$ cat src/core/iss_pkg.sv
package iss_pkg;
    // Register offsets on the two-wire port.
    localparam logic [7:0] OFS_MODE2 = 8'h10;
    localparam logic [7:0] OFS_STATUS = 8'h11;
    localparam logic [7:0] OFS_OVERRIDE = 8'h12;
    // Reset values and writable bits; the two low mode bits are not held.
    localparam logic [7:0] MODE2_RST = 8'h34;
    localparam logic [7:0] OVR_RST = 8'h01;
    localparam logic [7:0] MODE2_WMASK = 8'hFC;
    localparam logic [7:0] BYTE_ZERO = 8'h00;
    // Serial address of the port; the value is arbitrary.
    localparam logic [6:0] DEV_ADDR_DEF = 7'h4C;
    localparam logic [2:0] BIT_LAST = 3'h7;
    localparam logic [2:0] BIT_FIRST = 3'h0;
    localparam logic [7:0] PTR_STEP = 8'h01;
    // Activity window of the detectors.
    localparam int CLK_PERIOD_NS = 4;
    localparam int DET_WINDOW_NS = 100000;
    localparam int DET_WINDOW_CYC = DET_WINDOW_NS / CLK_PERIOD_NS;
    // Drive field codes.
    localparam logic [1:0] DRV_CODE_LOW = 2'h0;
    localparam logic [1:0] DRV_CODE_MED = 2'h1;

    typedef enum logic [1:0] {
        ISS_DRV_LOW = 2'h0,
        ISS_DRV_MED = 2'h1,
        ISS_DRV_HIGH = 2'h2
    } iss_drive_e;

    typedef struct packed {
        logic clk_invert;
        logic two_pix;
        logic [1:0] drive;
        logic output_float;
        logic sync_pol;
        logic [1:0] unused;
    } iss_mode2_s;

    typedef struct packed {
        logic port_override;
        logic port_choose;
        logic hs_override;
        logic hs_choose;
        logic vs_override;
        logic vs_choose;
        logic coast_vsync;
        logic chip_sleep_n;
    } iss_ovr_s;

    typedef struct packed {
        logic hs;
        logic sog;
        logic vs;
        logic clk;
    } iss_det_s;

    typedef enum logic [8:0] {
        ISS_IDLE = 9'h001,
        ISS_ADDR = 9'h002,
        ISS_ADDR_ACK = 9'h004,
        ISS_PTR = 9'h008,
        ISS_PTR_ACK = 9'h010,
        ISS_WDATA = 9'h020,
        ISS_WDATA_ACK = 9'h040,
        ISS_RDATA = 9'h080,
        ISS_RDATA_ACK = 9'h100
    } iss_state_e;
endpackage

$ cat src/core/iss_activity_det.sv
`timescale 1ns/10ps
module iss_activity_det #(
    parameter int TIMEOUT_CYC = iss_pkg::DET_WINDOW_CYC
) (
    input wire logic mclk_in,
    input wire logic rst_b_in,
    input wire logic sig_in,
    output logic present_out
);
    localparam int CW = $clog2(TIMEOUT_CYC + 1);
    localparam logic [CW-1:0] CNT_LAST = CW'(TIMEOUT_CYC - 1);
    localparam logic [CW-1:0] CNT_ZERO = CW'(0);
    localparam logic [CW-1:0] CNT_ONE = CW'(1);

    logic sig_reg, sig_next;
    logic present_reg, present_next;
    logic [CW-1:0] cnt_reg, cnt_next;

    // Any edge restarts the window; a quiet window means the source is gone.
    always_comb begin
        sig_next = sig_in;
        present_next = present_reg;
        cnt_next = cnt_reg;
        if (sig_in != sig_reg) begin
            present_next = 1'b1;
            cnt_next = CNT_ZERO;
        end else if (cnt_reg == CNT_LAST) begin
            present_next = 1'b0;
        end else begin
            cnt_next = cnt_reg + CNT_ONE;
        end
    end

    // Registers only; the sampled level follows the pin during reset so that
    // an input resting high does not look like an edge once reset is released.
    always_ff @(posedge mclk_in) begin
        if (!rst_b_in) begin
            sig_reg <= sig_next;
            present_reg <= 1'b0;
            cnt_reg <= CNT_ZERO;
        end else begin
            sig_reg <= sig_next;
            present_reg <= present_next;
            cnt_reg <= cnt_next;
        end
    end

    assign present_out = present_reg;
endmodule // iss_activity_det

$ cat src/core/iss_regs.sv
`timescale 1ns/10ps
module iss_regs #(
    parameter logic [6:0] DEV_ADDR = iss_pkg::DEV_ADDR_DEF,
    parameter int DET_TIMEOUT_CYC = iss_pkg::DET_WINDOW_CYC
) (
    input wire logic mclk_in,
    input wire logic rst_b_in,
    input wire logic scl_in,
    input wire logic sda_in,
    output logic sda_out,
    output logic sda_oe_out,
    input wire logic hsync_pin_in,
    input wire logic sog_sync_in,
    input wire logic raw_vsync_in,
    input wire logic sep_vsync_in,
    input wire logic dig_clk_in,
    input wire logic coast_pin_in,
    output logic hsync_out,
    output logic vsync_out,
    output logic coast_out,
    output logic two_pix_per_clk_out,
    output logic clk_invert_out,
    output iss_pkg::iss_drive_e drive_strength_out,
    output logic data_oe_out,
    output logic sync_present_pin_out,
    output logic digital_active_out,
    output logic chip_sleep_n_out
);
    iss_pkg::iss_det_s det;
    iss_pkg::iss_state_e st_reg, st_next;
    logic [2:0] cnt_reg, cnt_next;
    logic [7:0] sh_reg, sh_next;
    logic [7:0] ptr_reg, ptr_next;
    logic rdy_reg, rdy_next;
    logic rw_reg, rw_next;
    logic oe_reg, oe_next;
    logic scl_q_reg, sda_q_reg;
    logic scl_rise, scl_fall, bus_start, bus_stop;
    logic wr_en, load;
    logic [7:0] wr_data, rd_data;
    iss_pkg::iss_mode2_s mode2_reg, mode2_next;
    iss_pkg::iss_ovr_s ovr_reg, ovr_next;
    logic [7:0] status_reg, status_next;
    logic analog_seen, auto_port, active_port, auto_h, active_h, active_v, sync_seen;
    logic vsync_sel;
    logic hsync_reg, vsync_reg, coast_reg, two_pix_reg, data_oe_reg, sync_present_pin_reg, port_reg;
    logic hsync_next, vsync_next, coast_next, two_pix_next, data_oe_next, sync_present_pin_next, port_next;
    iss_pkg::iss_drive_e drive_reg, drive_next;

    function automatic logic reg_hit(input logic [7:0] p, input logic [7:0] ofs);
        return p == ofs;
    endfunction

    // One detector per watched source.
    localparam int NDET = 4;
    logic [NDET-1:0] det_src, det_vec;
    assign det_src = {hsync_pin_in, sog_sync_in, raw_vsync_in, dig_clk_in};
    genvar gi;
    generate
        for (gi = 0; gi < NDET; gi++) begin : g_det
            iss_activity_det #(.TIMEOUT_CYC(DET_TIMEOUT_CYC)) u_det (
                .mclk_in(mclk_in),
                .rst_b_in(rst_b_in),
                .sig_in(det_src[gi]),
                .present_out(det_vec[gi])
            );
        end
    endgenerate
    assign det = iss_pkg::iss_det_s'(det_vec);

    // Bus conditions seen against the previous sample of both lines.
    assign scl_rise = scl_in && !scl_q_reg;
    assign scl_fall = !scl_in && scl_q_reg;
    assign bus_start = scl_in && scl_q_reg && sda_q_reg && !sda_in;
    assign bus_stop = scl_in && scl_q_reg && !sda_q_reg && sda_in;

    // Read multiplexer; unmapped offsets read as zero.
    always_comb begin
        rd_data = iss_pkg::BYTE_ZERO;
        if (reg_hit(ptr_reg, iss_pkg::OFS_MODE2)) begin
            rd_data = mode2_reg & iss_pkg::MODE2_WMASK;
        end else if (reg_hit(ptr_reg, iss_pkg::OFS_STATUS)) begin
            rd_data = status_reg;
        end else if (reg_hit(ptr_reg, iss_pkg::OFS_OVERRIDE)) begin
            rd_data = ovr_reg;
        end
    end

    // Serial slave: address, pointer, then data bytes with auto increment.
    // Data changes on falling clock edges and is sampled on rising ones.
    always_comb begin
        st_next = st_reg;
        cnt_next = cnt_reg;
        sh_next = sh_reg;
        ptr_next = ptr_reg;
        rdy_next = rdy_reg;
        rw_next = rw_reg;
        oe_next = oe_reg;
        wr_en = 1'b0;
        wr_data = sh_reg;
        load = 1'b0;
        if (bus_stop) begin
            st_next = iss_pkg::ISS_IDLE;
            oe_next = 1'b0;
        end else if (bus_start) begin
            st_next = iss_pkg::ISS_ADDR;
            cnt_next = iss_pkg::BIT_FIRST;
            rdy_next = 1'b0;
            oe_next = 1'b0;
        end else begin
            case (st_reg)
                iss_pkg::ISS_ADDR, iss_pkg::ISS_PTR, iss_pkg::ISS_WDATA: begin
                    if (scl_rise) begin
                        sh_next = {sh_reg[6:0], sda_in};
                        cnt_next = cnt_reg + 3'h1;
                        rdy_next = (cnt_reg == iss_pkg::BIT_LAST);
                    end else if (scl_fall && rdy_reg) begin
                        rdy_next = 1'b0;
                        oe_next = 1'b1;
                        if (st_reg == iss_pkg::ISS_ADDR) begin
                            if (sh_reg[7:1] == DEV_ADDR) begin
                                st_next = iss_pkg::ISS_ADDR_ACK;
                                rw_next = sh_reg[0];
                            end else begin
                                st_next = iss_pkg::ISS_IDLE;
                                oe_next = 1'b0;
                            end
                        end else if (st_reg == iss_pkg::ISS_PTR) begin
                            ptr_next = sh_reg;
                            st_next = iss_pkg::ISS_PTR_ACK;
                        end else begin
                            wr_en = 1'b1;
                            ptr_next = ptr_reg + iss_pkg::PTR_STEP;
                            st_next = iss_pkg::ISS_WDATA_ACK;
                        end
                    end
                end
                iss_pkg::ISS_ADDR_ACK, iss_pkg::ISS_PTR_ACK, iss_pkg::ISS_WDATA_ACK: begin
                    if (scl_fall) begin
                        oe_next = 1'b0;
                        cnt_next = iss_pkg::BIT_FIRST;
                        if (st_reg == iss_pkg::ISS_ADDR_ACK && rw_reg) begin
                            load = 1'b1;
                        end else if (st_reg == iss_pkg::ISS_ADDR_ACK) begin
                            st_next = iss_pkg::ISS_PTR;
                        end else begin
                            st_next = iss_pkg::ISS_WDATA;
                        end
                    end
                end
                iss_pkg::ISS_RDATA: begin
                    if (scl_fall) begin
                        if (cnt_reg == iss_pkg::BIT_LAST) begin
                            oe_next = 1'b0;
                            rdy_next = 1'b0;
                            st_next = iss_pkg::ISS_RDATA_ACK;
                        end else begin
                            sh_next = {sh_reg[6:0], 1'b0};
                            oe_next = !sh_reg[6];
                            cnt_next = cnt_reg + 3'h1;
                        end
                    end
                end
                iss_pkg::ISS_RDATA_ACK: begin
                    // A high line on the acknowledge bit ends the read.
                    if (scl_rise) begin
                        rdy_next = sda_in;
                    end else if (scl_fall && rdy_reg) begin
                        st_next = iss_pkg::ISS_IDLE;
                        rdy_next = 1'b0;
                    end else if (scl_fall) begin
                        load = 1'b1;
                        cnt_next = iss_pkg::BIT_FIRST;
                    end
                end
                default: begin
                    st_next = iss_pkg::ISS_IDLE;
                end
            endcase
        end
        if (load) begin
            sh_next = rd_data;
            ptr_next = ptr_reg + iss_pkg::PTR_STEP;
            oe_next = !rd_data[7];
            st_next = iss_pkg::ISS_RDATA;
        end
    end

    // Registers of the serial slave.
    always_ff @(posedge mclk_in) begin
        if (!rst_b_in) begin
            st_reg <= iss_pkg::ISS_IDLE;
            cnt_reg <= iss_pkg::BIT_FIRST;
            sh_reg <= iss_pkg::BYTE_ZERO;
            ptr_reg <= iss_pkg::BYTE_ZERO;
            rdy_reg <= 1'b0;
            rw_reg <= 1'b0;
            oe_reg <= 1'b0;
            scl_q_reg <= 1'b1;
            sda_q_reg <= 1'b1;
        end else begin
            st_reg <= st_next;
            cnt_reg <= cnt_next;
            sh_reg <= sh_next;
            ptr_reg <= ptr_next;
            rdy_reg <= rdy_next;
            rw_reg <= rw_next;
            oe_reg <= oe_next;
            scl_q_reg <= scl_in;
            sda_q_reg <= sda_in;
        end
    end

    // Register writes; the status offset has no storage to write.
    always_comb begin
        mode2_next = mode2_reg;
        ovr_next = ovr_reg;
        if (wr_en && reg_hit(ptr_reg, iss_pkg::OFS_MODE2)) begin
            mode2_next = iss_pkg::iss_mode2_s'(wr_data & iss_pkg::MODE2_WMASK);
        end else if (wr_en && reg_hit(ptr_reg, iss_pkg::OFS_OVERRIDE)) begin
            ovr_next = iss_pkg::iss_ovr_s'(wr_data);
        end
    end

    // Source selection; overrides win, otherwise what is detected decides, with the choose bit deciding when both port or both horizontal sources are seen.
    always_comb begin
        analog_seen = det.hs || det.sog;
        auto_port = (analog_seen && det.clk) ? ovr_reg.port_choose : det.clk;
        active_port = ovr_reg.port_override ? ovr_reg.port_choose : auto_port;
        auto_h = (det.hs && det.sog) ? ovr_reg.hs_choose : (det.sog && !det.hs);
        active_h = ovr_reg.hs_override ? ovr_reg.hs_choose : auto_h;
        // Without raw vertical sync only the separator can supply one.
        active_v = ovr_reg.vs_override ? ovr_reg.vs_choose : !det.vs;
        sync_seen = active_port ? det.clk : analog_seen;
        vsync_sel = active_v ? sep_vsync_in : raw_vsync_in;
        hsync_next = active_h ? sog_sync_in : hsync_pin_in;
        vsync_next = vsync_sel;
        coast_next = ovr_reg.coast_vsync ? vsync_sel : coast_pin_in;
        two_pix_next = mode2_reg.two_pix && active_port;
        data_oe_next = !mode2_reg.output_float;
        sync_present_pin_next = (sync_seen == mode2_reg.sync_pol);
        port_next = active_port;
        status_next = {det, active_port, active_h, active_v, 1'b0};
        if (mode2_reg.drive == iss_pkg::DRV_CODE_LOW) begin
            drive_next = iss_pkg::ISS_DRV_LOW;
        end else if (mode2_reg.drive == iss_pkg::DRV_CODE_MED) begin
            drive_next = iss_pkg::ISS_DRV_MED;
        end else begin
            drive_next = iss_pkg::ISS_DRV_HIGH;
        end
    end

    // Control registers, status and every output but the serial data line.
    always_ff @(posedge mclk_in) begin
        if (!rst_b_in) begin
            mode2_reg <= iss_pkg::iss_mode2_s'(iss_pkg::MODE2_RST);
            ovr_reg <= iss_pkg::iss_ovr_s'(iss_pkg::OVR_RST);
            status_reg <= iss_pkg::BYTE_ZERO;
            drive_reg <= iss_pkg::ISS_DRV_HIGH;
            hsync_reg <= 1'b0;
            vsync_reg <= 1'b0;
            coast_reg <= 1'b0;
            two_pix_reg <= 1'b0;
            data_oe_reg <= 1'b0;
            sync_present_pin_reg <= 1'b0;
            port_reg <= 1'b0;
        end else begin
            mode2_reg <= mode2_next;
            ovr_reg <= ovr_next;
            status_reg <= status_next;
            drive_reg <= drive_next;
            hsync_reg <= hsync_next;
            vsync_reg <= vsync_next;
            coast_reg <= coast_next;
            two_pix_reg <= two_pix_next;
            data_oe_reg <= data_oe_next;
            sync_present_pin_reg <= sync_present_pin_next;
            port_reg <= port_next;
        end
    end

    assign sda_out = 1'b0;
    assign sda_oe_out = oe_reg;
    assign hsync_out = hsync_reg;
    assign vsync_out = vsync_reg;
    assign coast_out = coast_reg;
    assign two_pix_per_clk_out = two_pix_reg;
    assign clk_invert_out = mode2_reg.clk_invert;
    assign drive_strength_out = drive_reg;
    assign data_oe_out = data_oe_reg;
    assign sync_present_pin_out = sync_present_pin_reg;
    assign digital_active_out = port_reg;
    assign chip_sleep_n_out = ovr_reg.chip_sleep_n;
endmodule // iss_regs

$ cat config.mk
export PLATFORM = sky130hd
export DESIGN_NAME = iss_regs
export DESIGN_NICKNAME = d
export VERILOG_FILES = /design/src/core/iss_pkg.sv /design/src/core/iss_activity_det.sv /design/src/core/iss_regs.sv
export SDC_FILE = /design/constraint.sdc
export NUM_CORES = 1
export LEC_CHECK = 0
export ABC_AREA = 1
export BUFFER_PORTS_ARGS = -buffer_cell sky130_fd_sc_hd__buf_2
export CAP_MARGIN = 20
export CORE_MARGIN = 2
export CORE_UTILIZATION = 67
export DETAILED_ROUTE_END_ITERATION = 16
export PLACE_DENSITY = 0.94
export SYNTH_ARGS = -nofsm -noshare
export SYNTH_HDL_FRONTEND = slang
export SYNTH_SLANG_ARGS = --single-unit
export TNS_END_PERCENT = 1
$ cat constraint.sdc
create_clock -name mclk_in -period 2.3 [get_ports mclk_in]
set_input_delay 0 -clock mclk_in [delete_from_list [all_inputs] [get_ports mclk_in]]
set_output_delay 0 -clock mclk_in [all_outputs]
set_load 0.02 [all_outputs]
* Word level (Yosys, flattened, before mapping)
Cells that the tools add are included.
Widths: inputs -> output; s select.
** Cells by class
- Add/subtract/negate cells :: 6
- Equal/unequal tests :: 57
- Muxes and demuxes :: 94
- Bitwise operators :: 5
- Reductions and logical operators :: 55
** Operators with widths (number)
- $mux 8 :: 20
- $mux 9 :: 9
- $add 15x1->15 const B :: 4
- $eq 15x15->1 const B :: 4
- $mux 1 :: 47
- $ne 3x3->1 const B :: 14
- $ne 5x5->1 const B :: 8
- $pmux 9 s4 :: 1
- $eq 8x5->1 const B :: 3
- $mux 3 :: 8
- $reduce_and 8->1 :: 3
- $ne 2x2->1 const B :: 9
- $pmux 8 s2 :: 1
- $logic_and 1x1->1 :: 15
- $reduce_and 7->1 :: 2
- $pmux 3 s4 :: 1
- $reduce_and 6->1 :: 2
- $reduce_bool 2->1 :: 6
- $reduce_or 2->1 :: 5
- $eq 9x2->1 const B :: 1
- $eq 9x3->1 const B :: 1
- $eq 9x4->1 const B :: 1
- $eq 9x5->1 const B :: 1
- $eq 9x6->1 const B :: 1
- other kinds (29) :: 50
** Storage, ports and cells
- Flip-flop bits (word level) :: 132
- Bits of input ports :: 10
- Output and inout bits :: 13
- Logic and storage cells :: 264

* Depth between registers and ports, before layout
Gate-level depths: netlist of the first run.
- Depth in word-level cells :: 11
- Depth in mapped cells :: 14
- Mapped depth without buffers :: 14

* By module
A second synthesis of the first run with hierarchy kept.
** Unflattened totals
- Cell total of the unflattened synthesis :: 1116
- Area total of the unflattened synthesis :: 7303.3 um^2
** By module, submodules not included
- iss_regs :: instances 1, cells each 529, area each 3537.1 um^2, seq. area each 1241.2 um^2
- iss_activity_det (g_det[0].u_det ...) :: instances 3, cells each 146, area each 940.9 um^2, seq. area each 340.3 um^2
- iss_activity_det (g_det[3].u_det) :: instances 1, cells each 149, area each 943.4 um^2, seq. area each 340.3 um^2

* Worst setup path after synthesis of the first run
No wires, ideal clock.
- Kind :: register -> register
- Start point :: register st_reg[1]
- End point :: register sh_reg[7]
- Setup time :: 0.114 ns
- Arrival :: 1.442 ns
- Data required time :: 2.186 ns
- Slack :: 0.744 ns
- Stages on the path, launching flop included :: 15
- Path buffers :: 2
- Period minus slack after synthesis :: 1.556 ns
- Path through :: dfxtp_1 > nor2_4 > nand2_4 > nor2_8 > nand2_2 > buf_6 > nand2_2 > nor2_2 > nand2_2 > nand3_2 > nand2_4 > buf_6 > nand2_1 > nand2_1 > nor2_2
** On the way
- Longest elaborated chain between the ends :: 9
- Elaborated cells on any way between the ends :: 27
- Classes of those cells :: 13 x eq/ne; 9 x mux; 5 x reduce/logical
** Ends and longest elaborated chain
- start: declaration :: RTL line iss_regs.sv:30 : iss_pkg::iss_state_e st_reg, st_next;
- start signal: assignment :: RTL line iss_regs.sv:192 : st_reg <= iss_pkg::ISS_IDLE;
- start signal: assignment :: RTL line iss_regs.sv:202 : st_reg <= st_next;
- $eq 9x3->1 :: RTL line iss_regs.sv:111, iss_regs.sv:142
- $logic_and 1x1->1 :: RTL line iss_regs.sv:142 : if (st_reg == iss_pkg::ISS_ADDR_ACK && rw_reg) begin
- $mux 1 :: RTL line iss_regs.sv:142
- $mux 1 :: RTL line iss_regs.sv:139 : if (scl_fall) begin
- $pmux 1 s2 :: RTL line iss_regs.sv:111 : case (st_reg)
- $mux 1 :: RTL line iss_regs.sv:105 : end else if (bus_start) begin
- $mux 1 :: RTL line iss_regs.sv:102 : if (bus_stop) begin
- $ne 3x3->1 (no source line) (tied with other cells)
- $reduce_and 6->1 (no source line)
- end signal: assignment :: RTL line iss_regs.sv:194 : sh_reg <= iss_pkg::BYTE_ZERO;
- end signal: assignment :: RTL line iss_regs.sv:204 : sh_reg <= sh_next;
- end: declaration :: RTL line iss_regs.sv:32 : logic [7:0] sh_reg, sh_next;
Parallel ways exist; a longest one is shown, timed or not. The select of a mux whose other input is x is not followed.
A chain may end at the register's enable or synchronous reset.

* Worst setup path after layout of the first run
- Start point :: register g_det[1].u_det.cnt_reg[0]
- End point :: register g_det[1].u_det.cnt_reg[14]
** On the way
- Longest elaborated chain between the ends :: 1
- Elaborated cells on any way between the ends :: 2
- Classes of those cells :: 1 x add/sub; 1 x eq/ne
** Ends and longest elaborated chain
- start: declaration :: RTL line iss_activity_det.sv:17 : logic [CW-1:0] cnt_reg, cnt_next;
- start signal: assignment :: RTL line iss_activity_det.sv:44 : cnt_reg <= cnt_next;
- $add 15x1->15 / $eq 15x15->1 (equally long branches) :: RTL line iss_activity_det.sv:30, iss_activity_det.sv:27
Parallel ways exist; a longest one is shown, timed or not.

==> results.sh, run 1 <==
export IMPL_outcome="finished clean"
export IMPL_portBuffers=21
export IMPL_rsz0062_at_grt="false"
export IMPL_antenna_found_initial=0
export IMPL_ctsResizeCount=0
export IMPL_yosys_most_used_dff="dfxtp_1"
export IMPL_final_cell_area_um2=7321
export IMPL_die_w_um=102.0
export IMPL_slowest_delay_ps=410
export IMPL_nFillCells=638
export IMPL_cts_post_setup_buffers_inserted=0
export IMPL_ys_warn_count=0
export IMPL_synth_seq_cells=130
export IMPL_maxSlewViolCount=0
export IMPL_hold_viol_final=0
export IMPL_max_clock_freq_ghz=0.4846
export IMPL_numCtsBuffers=17
export IMPL_worstMarginPinSlew_ps=676.5
export IMPL_fin_tns_setup_ps=0
export IMPL_areaGrowthSynthToFinish_pct=13.88
export IMPL_clockBufferDepth=2
export IMPL_drv_cap=0
export IMPL_crit_fanout=4
export IMPL_synth_seq_area_share=0.4048
export IMPL_pwr_share_comb=0.052
export IMPL_grt_pass1_vias=5925
export IMPL_power_switching_mw=1.283
export IMPL_async_reset_ff_frac=0
export IMPL_p_leak_nw=3.007
export IMPL_die_y_um=102.0
export IMPL_path_clk_slew_ps=60
export IMPL_cp_slowest_cell="nor4_1"
export IMPL_fin_nets=996
export IMPL_largest_reg_flops=60
export IMPL_drt_first_iter_violations=465
export IMPL_p_clk_frac=0.502
export IMPL_place_area_um2=6638
export IMPL_diodes=0
export IMPL_avgSynthCellArea_um2=6.876
export IMPL_netlist_area_um2=6429
export IMPL_synth_edf_count=0
export IMPL_core_area_um2=9284
export IMPL_synthesis_nets=955
export IMPL_avgRoutedWirePerCell_um=14.16
export IMPL_r2r_cells=7
export IMPL_first_pass_iters=5
export IMPL_period_share=0.8973
export IMPL_root_buffer="clkbuf_8"
export IMPL_critical_path_cell_chain="ha_1, nand2_1, nor3_1, inv_1, nor4_1, or2_2, a21oi_1"
export IMPL_p_seq_frac=0.446
export IMPL_fp_row_count=35
export IMPL_crit_type="reg2reg"
export IMPL_cts_sinks=130
export IMPL_grt_pass1_wl_um=26630
export IMPL_end_kind="flop"
export IMPL_viasPerCell=5.576
export IMPL_setup_viol=0
export IMPL_grt_max_degree=22
export IMPL_pwr_density_cell_nw_per_um2=715.6
export IMPL_routed_via_count=6234
export IMPL_yosysMostFrequentCell="nand2_1"
export IMPL_holdPathStages=2
export IMPL_ir_worst_vdd_v=0.0005978
export IMPL_wirelength_um=15830
export IMPL_io_pins=23
export IMPL_start_util=0.6925
export IMPL_dp_final_hpwl_um=9956
export IMPL_cp_required_ps=2720
export IMPL_fin_skew_ps=6.980
export IMPL_gr_total_overflow=0
export IMPL_drtAntennaViolNets=0
export IMPL_whs_ps=144.1
export IMPL_max_slew_margin=0.5473
export IMPL_worstPathArrival_ps=2480
export IMPL_synth_top_area_frac=0.4048
export IMPL_die_area_um2=10390
export IMPL_cts_htree_levels=4
export IMPL_synth_common_cells="nand2_1 (187), dfxtp_1 (130), nor2_1 (130)"
export IMPL_drive_gt1_frac=0.1143
export IMPL_startpoint_type="flop"
export IMPL_yosys_top_cells_area="dfxtp_1 (40%), nand2_1 (11%), nor2_1 (7.6%)"
export IMPL_cts_tree="built"
export IMPL_gp_routability_congestion=1.005
export IMPL_clk_latency_ps=540
export IMPL_drcViolationCount=0
export IMPL_ys_types=38
export IMPL_track_usage=0.3228
export IMPL_hp_class="in2reg"
export IMPL_hold_buffers=11
export IMPL_swShare=0.2449
export IMPL_synth_top_area_cell="dfxtp_1"
export IMPL_min_period_ps=2064
export IMPL_p_int_mw=3.956
export IMPL_syn_inst=935
[critical path, delay by kind of cell, from the launching register on]
kind / cells / cell delay, ps
buffers and inverters: 1 / 170
and+or+nand+nor: 4 / 1110
adders and majority gates: 1 / 240
DFF: 1 / 380
AOI/OAI and AO/OA: 1 / 60
[cells in the final DEF (no fill, tap or decap), drive strengths merged]
master	instances
nand3	70
o21ai	73
inv	130
nor3	28
mux2i	1
buf	24
clkbuf	18
o21a	2
a21oi	68
dfxtp	130
or2	8
ha	10
o211ai	5
nor4	5
nand4	19
nand2	199
bufinv	2
o22ai	3
and3	1
clkinv	5
xor2	15
nor2	155
clkinvlp	4
xnor2	1
conb	1
dlygate4sd3	11
a211oi	1
[layer usage]
layer	vias to the layer above	global-route usage	wire length, um	share of wire
met4	0	0.1733	535	0.034
li1	3109	-	-	-
met3	62	0.07045	1016	0.064
met2	254	0.5243	7611	0.48
met5	-	0	0	0
met1	2809	0.4017	6665	0.42
[layout make-up]
class | count | area (um2) | area share
Multi-Input combinational cell | 665 | 3269 | 0.4466
Inverter | 127 | 476.7 | 0.06512
Timing Repair Buffer | 35 | 237.7 | 0.03247
Clock inverter | 14 | 155.1 | 0.02119
Tap cell | 129 | 161.4 | 0.02205
Clock buffer | 18 | 417.9 | 0.05708
Sequential cell | 130 | 2603 | 0.3555
[final timing paths]
path                                          start                                 endpoint  slack, ps
max          g_det[1].u_det.cnt_reg[0]$_SDFFE_PP0N_  g_det[1].u_det.cnt_reg[14]$_SDFFE_PP0N_        240
min                                      dig_clk_in           g_det[0].u_det.sig_reg$_DFF_P_        140
max reg2reg  g_det[1].u_det.cnt_reg[0]$_SDFFE_PP0N_  g_det[1].u_det.cnt_reg[14]$_SDFFE_PP0N_        240
min reg2reg               mode2_reg[3]$_SDFFE_PN0P_                   data_oe_out$_SDFF_PN0_        450
[through the flow]
| stage | setup WS, ps | total power, mW | cells | utilization |
|---|---|---|---|---|
| after floorplan | 743.9 | 2.558 | 935 | - |
| after global placement | 527.1 | 2.623 | 1075 | 0.7150 |
| after detailed placement | 495.5 | 2.631 | 1075 | 0.7150 |
| after CTS | 322.6 | 5.247 | 1118 | 0.7885 |
| after global routing | 172.8 | 5.386 | 1118 | 0.7885 |
| final | 236.3 | 5.239 | 1118 | 0.7885 |
[power groups by stage]
stage	clock network (mW)	registers (mW)	logic, mW
after floorplan	0	2.39	0.170
after global placement	0	2.38	0.242
after detailed placement	0	2.38	0.248
after CTS	2.64	2.33	0.268
after global routing	2.74	2.34	0.305
final	2.63	2.34	0.274
[cell families after synthesis]
group                    Yosys count  share of synthesized area
AND/OR/NAND/NOR                  485                     0.3420
AO/OA/AOI/OAI                    152                     0.1232
buffers and inverters            140                    0.08661
flip-flops                       130                     0.4048
XOR/XNOR                          16                    0.02180
adder cells (fa/ha/maj)           10                    0.01946
other                              1                  0.0005833
multiplexers                       1                   0.001557
(Power assumes the default switching activity.)
==> inputs of run 2 (changes only) <==
- CORE_UTILIZATION: 67 -> 68
- PLACE_DENSITY: 0.94 -> 0.95
- SYNTH_HIERARCHICAL: unset -> 1
==> run 2 against run 1 <==
Critical path depth unchanged; first-iteration DRC count increased by 62%; sequential cell count unchanged; non-clock buffer count decreased by 2; final cell count increased by 16%; via count increased by 19%; cell area increased by 12%; utilization increased by 0.24 points; critical endpoint is now ovr_reg[2]$_SDFFE_PN0P_.
==> results.sh, run 2 <==
export IMPL_synth_seq_area_share=0.3563
export IMPL_power_switching_mw=1.260
export IMPL_drv_cap=0
export IMPL_end_kind="flop"
export IMPL_synth_edf_count=0
export IMPL_top_layer="met4"
export IMPL_maxSlewViolCount=0
export IMPL_die_area_um2=11590
export IMPL_layout_common_cells="nand2_1 (248), nor2_1 (191), inv_1 (136)"
export IMPL_nFillCells=711
export IMPL_yosys_most_used_dff="dfxtp_1"
export IMPL_p_seq_frac=0.430
export IMPL_core_area_um2=10370
export IMPL_pwr_density_cell_nw_per_um2=661.7
export IMPL_numCtsBuffers=17
export IMPL_path_clk_slew_ps=60
export IMPL_cts_htree_levels=4
export IMPL_period_share=0.9044
export IMPL_crit_start="ptr_reg[6]$_SDFFE_PN0P_"
export IMPL_track_usage=0.3220
export IMPL_synth_seq_cells=130
export IMPL_p_clk_frac=0.518
export IMPL_areaGrowthSynthToFinish_pct=12.30
export IMPL_root_buffer="clkbuf_8"
export IMPL_fin_skew_ps=6.726
export IMPL_drive_gt1_frac=0.1026
export IMPL_io_pins=23
export IMPL_hold_buffers=10
export IMPL_wirelength_um=17930
export IMPL_cp_slowest_cell="nor2_1"
export IMPL_gr_total_overflow=0
export IMPL_grt_pass1_vias=6746
export IMPL_ys_warn_count=6
export IMPL_grt_max_degree=22
export IMPL_crit_fanout=11
export IMPL_rsz0062_at_grt="false"
export IMPL_portBuffers=21
export IMPL_place_area_um2=7481
export IMPL_hold_start="dig_clk_in"
export IMPL_clk_latency_ps=540
export IMPL_critical_path_cell_chain="nor2_1, nand3_1, nor2_4, nand2_1, nor2_1, o21ai_0, a21oi_1"
export IMPL_cp_common_cell="nor2_1"
export IMPL_worstMarginPinSlew_ps=707.8
export IMPL_die_y_um=107.6
export IMPL_worstPathArrival_ps=2540
export IMPL_die_w_um=107.6
export IMPL_netlist_area_um2=7303
export IMPL_gp_routability_congestion=0.9570
export IMPL_crit_type="reg2reg"
export IMPL_hold_viol_final=0
export IMPL_synth_top_area_frac=0.3563
export IMPL_multi_input_area_um2=4030
export IMPL_largest_reg_flops=60
export IMPL_ctsResizeCount=0
export IMPL_cp_required_ps=2760
export IMPL_ir_worst_vdd_v=0.0007902
export IMPL_viasPerCell=5.727
export IMPL_diodes=0
export IMPL_syn_inst=1116
export IMPL_r2r_start="ptr_reg[6]$_SDFFE_PN0P_"
export IMPL_startpoint_type="flop"
export IMPL_drcViolationCount=0
export IMPL_fin_tns_setup_ps=0
export IMPL_met3_length_um=1412
export IMPL_max_slew_margin=0.5264
export IMPL_start_util=0.7043
export IMPL_first_pass_iters=6
export IMPL_mostFrequentLayoutCell="nand2_1"
export IMPL_min_period_ps=2080
export IMPL_yosysMostFrequentCell="nand2_1"
export IMPL_final_cell_area_um2=8202
export IMPL_avgSynthCellArea_um2=6.544
export IMPL_yosys_top_cells_area="dfxtp_1 (36%), nand2_1 (13%), nor2_1 (9.8%)"
export IMPL_cts_tree="built"
export IMPL_dp_final_hpwl_um=12250
export IMPL_clockBufferDepth=2
export IMPL_wl_met2_um=8425
export IMPL_fin_nets=1167
export IMPL_drt_first_iter_violations=753
export IMPL_setup_viol=0
export IMPL_avgRoutedWirePerCell_um=13.83
export IMPL_register_area_um2=2603
export IMPL_synthesis_nets=1136
export IMPL_finalNonFillerCells=1296
export IMPL_grt_pass1_wl_um=30020
export IMPL_swShare=0.2322
export IMPL_p_leak_nw=3.298
export IMPL_fp_row_count=37
export IMPL_slowest_delay_ps=570
export IMPL_synth_top_area_cell="dfxtp_1"
export IMPL_p_int_mw=4.167
export IMPL_hp_class="in2reg"
export IMPL_wl_met1_um=7503
export IMPL_cts_sinks=130
export IMPL_cts_post_setup_buffers_inserted=0
export IMPL_outcome="finished clean"
export IMPL_max_clock_freq_ghz=0.4807
export IMPL_routed_via_count=7422
export IMPL_reg2reg_slack_ps=220
export IMPL_ys_types=44
export IMPL_antenna_found_initial=0
export IMPL_placed_cells=1254
export IMPL_drtAntennaViolNets=0
export IMPL_async_reset_ff_frac=0
export IMPL_synth_common_cells="nand2_1 (248), nor2_1 (191), inv_1 (136)"
export IMPL_pwr_share_comb=0.052
run 2: changes by cell type in the layout (fill, tap and decap cells not counted), sizes merged, moves of 11 or more:
cell / before / now
nand4: 19 / 31
nand2: 199 / 262
xnor2: 1 / 12
nand3: 70 / 123
nor3: 28 / 13
nor2: 155 / 212
o21ai: 73 / 54
xor2: 15 / 4
inv: 130 / 147
run 2: final cells by class:
type	count	share of cell area
clock buffers	17	0.05050
clock inverters	15	0.02517
inverters	148	0.06804
multi-input cells	817	0.4914
flip-flops and latches	130	0.3173
well taps	136	0.02075
repair buffers	33	0.02685
run 2: final timing paths:
path                                    end  depth (start not counted)
min          g_det[0].u_det/sig_reg$_DFF_P_                          2
max reg2reg         ovr_reg[2]$_SDFFE_PN0P_                          7
min reg2reg        status_reg[6]$_SDFF_PN0_                          2
max                 ovr_reg[2]$_SDFFE_PN0P_                          7
run 2: metal layers:
metal,GRT usage,up-vias
li1,-,3653
met1,0.4023,3344
met2,0.5279,357
met3,0.06659,68
met4,0.1575,0
met5,0,-
run 2: cell families after synthesis:
| logic type | after synthesis | synth area share |
|---|---|---|
| AOI/OAI and AO/OA | 141 | 0.1057 |
| muxes | 1 | 0.001371 |
| buffers and inverters | 169 | 0.09183 |
| DFF | 130 | 0.3563 |
| and+or+nand+nor | 648 | 0.4079 |
| adders and majority gates | 10 | 0.01713 |
| other | 1 | 0.0005135 |
| xor gates and xnor gates | 16 | 0.01919 |
run 2: through the flow:
step | hold WS (ps) | util | setup WS (ps) | total power [mW]
2_1_floorplan | 27.72 | - | 750.2 | 2.562
3_3_place_gp | 129.2 | 0.7214 | 450.4 | 2.630
3_5_place_dp | 131.8 | 0.7214 | 401.7 | 2.640
4_1_cts | 110.0 | 0.7909 | 269.3 | 5.449
5_1_grt | 132.7 | 0.7909 | 85.88 | 5.592
6_report | 138.0 | 0.7909 | 219.8 | 5.427
run 2: power groups by stage:
stage | combinational, mW | sequential (mW) | clock (mW)
global placement | 0.251 | 2.38 | 0
floorplan | 0.179 | 2.38 | 0
finish | 0.281 | 2.33 | 2.81
detailed placement | 0.260 | 2.38 | 0
CTS | 0.277 | 2.33 | 2.84
global route | 0.315 | 2.34 | 2.94
run 2: critical path: cells and delay by family, from the launching register on:
family | cells | cell delay [ps]
simple gates | 5 | 1250
compound gates | 2 | 390
flops | 1 | 370
==> inputs of run 3 (changes only) <==
- CORE_UTILIZATION: 68 -> 61
- PLACE_DENSITY: 0.95 -> 0.87
==> run 3 against run 2 <==
Worst setup slack better by 51 ps; wire length decreased by 7.1%; sequential cell count did not move; clock-buffer cell count stayed put.
==> results.sh, run 3 (synthesized netlist as in run 2, its figures left out) <==
export IMPL_rsz0062_at_grt="false"
export IMPL_grt_pass1_vias=6457
export IMPL_max_slew_margin=0.5845
export IMPL_min_period_ps=2029
export IMPL_grt_pass1_wl_um=28550
export IMPL_slowest_delay_ps=580
export IMPL_io_pins=23
export IMPL_gr_total_overflow=0
export IMPL_top_layer="met4"
export IMPL_met3_length_um=1117
export IMPL_path_clk_slew_ps=60
export IMPL_critical_path_cell_chain="inv_1, o21ai_0, mux2i_1, nand2_1, o211ai_1, dlygate4sd3_1, inv_1"
export IMPL_drt_first_iter_violations=513
export IMPL_wl_met1_um=7775
export IMPL_max_clock_freq_ghz=0.4928
export IMPL_finalNonFillerCells=1302
export IMPL_start_util=0.6315
export IMPL_layout_common_cells="nand2_1 (248), nor2_1 (191), inv_1 (136)"
export IMPL_multi_input_area_um2=4030
export IMPL_fin_skew_ps=7.773
export IMPL_diodes=0
export IMPL_areaGrowthSynthToFinish_pct=11.80
export IMPL_ir_worst_vdd_v=0.0005416
export IMPL_die_area_um2=12860
export IMPL_routed_via_count=7066
export IMPL_drcViolationCount=0
export IMPL_hold_buffers=10
export IMPL_core_area_um2=11560
export IMPL_crit_fanout=3
export IMPL_largest_reg_flops=60
export IMPL_viasPerCell=5.427
export IMPL_track_usage=0.2706
export IMPL_cts_post_setup_buffers_inserted=0
export IMPL_clockBufferDepth=2
export IMPL_cts_htree_levels=4
export IMPL_first_pass_iters=5
export IMPL_period_share=0.8823
export IMPL_worstPathArrival_ps=2360
export IMPL_maxSlewViolCount=0
export IMPL_die_w_um=113.4
export IMPL_dp_final_hpwl_um=11720
export IMPL_wl_met2_um=7454
export IMPL_portBuffers=21
export IMPL_fp_row_count=39
export IMPL_nFillCells=951
export IMPL_wirelength_um=16660
export IMPL_crit_type="reg2reg"
export IMPL_cp_common_cell="inv_1"
export IMPL_antenna_found_initial=0
export IMPL_fin_tns_setup_ps=0
export IMPL_gp_routability_congestion=0.9925
export IMPL_drv_cap=0
export IMPL_clk_latency_ps=430
export IMPL_placed_cells=1260
export IMPL_mostFrequentLayoutCell="nand2_1"
export IMPL_worstMarginPinSlew_ps=620.9
export IMPL_pwr_density_cell_nw_per_um2=644.1
export IMPL_grt_max_degree=41
export IMPL_drive_gt1_frac=0.1018
export IMPL_die_y_um=113.4
export IMPL_outcome="finished clean"
export IMPL_p_leak_nw=3.270
export IMPL_numCtsBuffers=17
export IMPL_startpoint_type="flop"
export IMPL_root_buffer="clkbuf_16"
export IMPL_fin_nets=1166
export IMPL_cts_sinks=130
export IMPL_setup_viol=0
export IMPL_ctsResizeCount=0
export IMPL_avgRoutedWirePerCell_um=12.80
export IMPL_hp_class="in2reg"
export IMPL_register_area_um2=2603
export IMPL_end_kind="flop"
export IMPL_drtAntennaViolNets=0
export IMPL_cts_tree="built"
export IMPL_final_cell_area_um2=8165
export IMPL_hold_viol_final=0
export IMPL_cp_required_ps=2630
export IMPL_place_area_um2=7482
export IMPL_cp_slowest_cell="dlygate4sd3_1"
## run 3: layer usage
metal  global-route usage  vias up
met3              0.07439       31
met5                    0        -
met2               0.4315      223
li1                     -     3652
met1               0.3570     3160
met4              0.09024        0
## run 3: cell type report
| type | count | area share |
|---|---|---|
| Clock buffer | 17 | 0.05210 |
| Clock inverter | 15 | 0.01931 |
| Inverter | 148 | 0.06834 |
| Multi-Input combinational cell | 817 | 0.4936 |
| Sequential cell | 130 | 0.3187 |
| Tap cell | 143 | 0.02191 |
| Timing Repair Buffer | 32 | 0.02605 |
## run 3: per-stage QoR
step	util	setup WS [ps]	hold WS (ps)	power, mW
3_5_place_dp	0.6470	418.6	130.2	2.636
2_1_floorplan	-	750.2	27.72	2.562
4_1_cts	0.7060	351.4	217.3	5.298
3_3_place_gp	0.6470	412.0	129.6	2.630
5_1_grt	0.7060	126.6	253.8	5.442
6_report	0.7060	270.6	231.5	5.259
## run 3: path summary, 6_finish.rpt
check | depth (start not counted) | to | slack [ps] | start
hold / removal | 2 | g_det[0].u_det/sig_reg$_DFF_P_ | 230 | dig_clk_in
hold reg to reg | 1 | data_oe_out$_SDFF_PN0_ | 460 | mode2_reg[3]$_SDFFE_PN0P_
setup reg to reg | 7 | coast_out$_SDFF_PN0_ | 270 | ovr_reg[3]$_SDFFE_PN0P_
setup / recovery | 7 | coast_out$_SDFF_PN0_ | 270 | ovr_reg[3]$_SDFFE_PN0P_
## run 3: critical path, delay by kind of cell, from the launching register on
family                 cells  cell delay [ps]
DFF                        1              330
muxes                      1              310
buffers and inverters      3              690
AOI/OAI and AO/OA          2              540
and+or+nand+nor            1               70
## run 3: report_power, final
part / switching (mW) / internal, mW
combinational: 0.179 / 0.0965
clock: 1.05 / 1.60
sequential: 0.0337 / 2.30
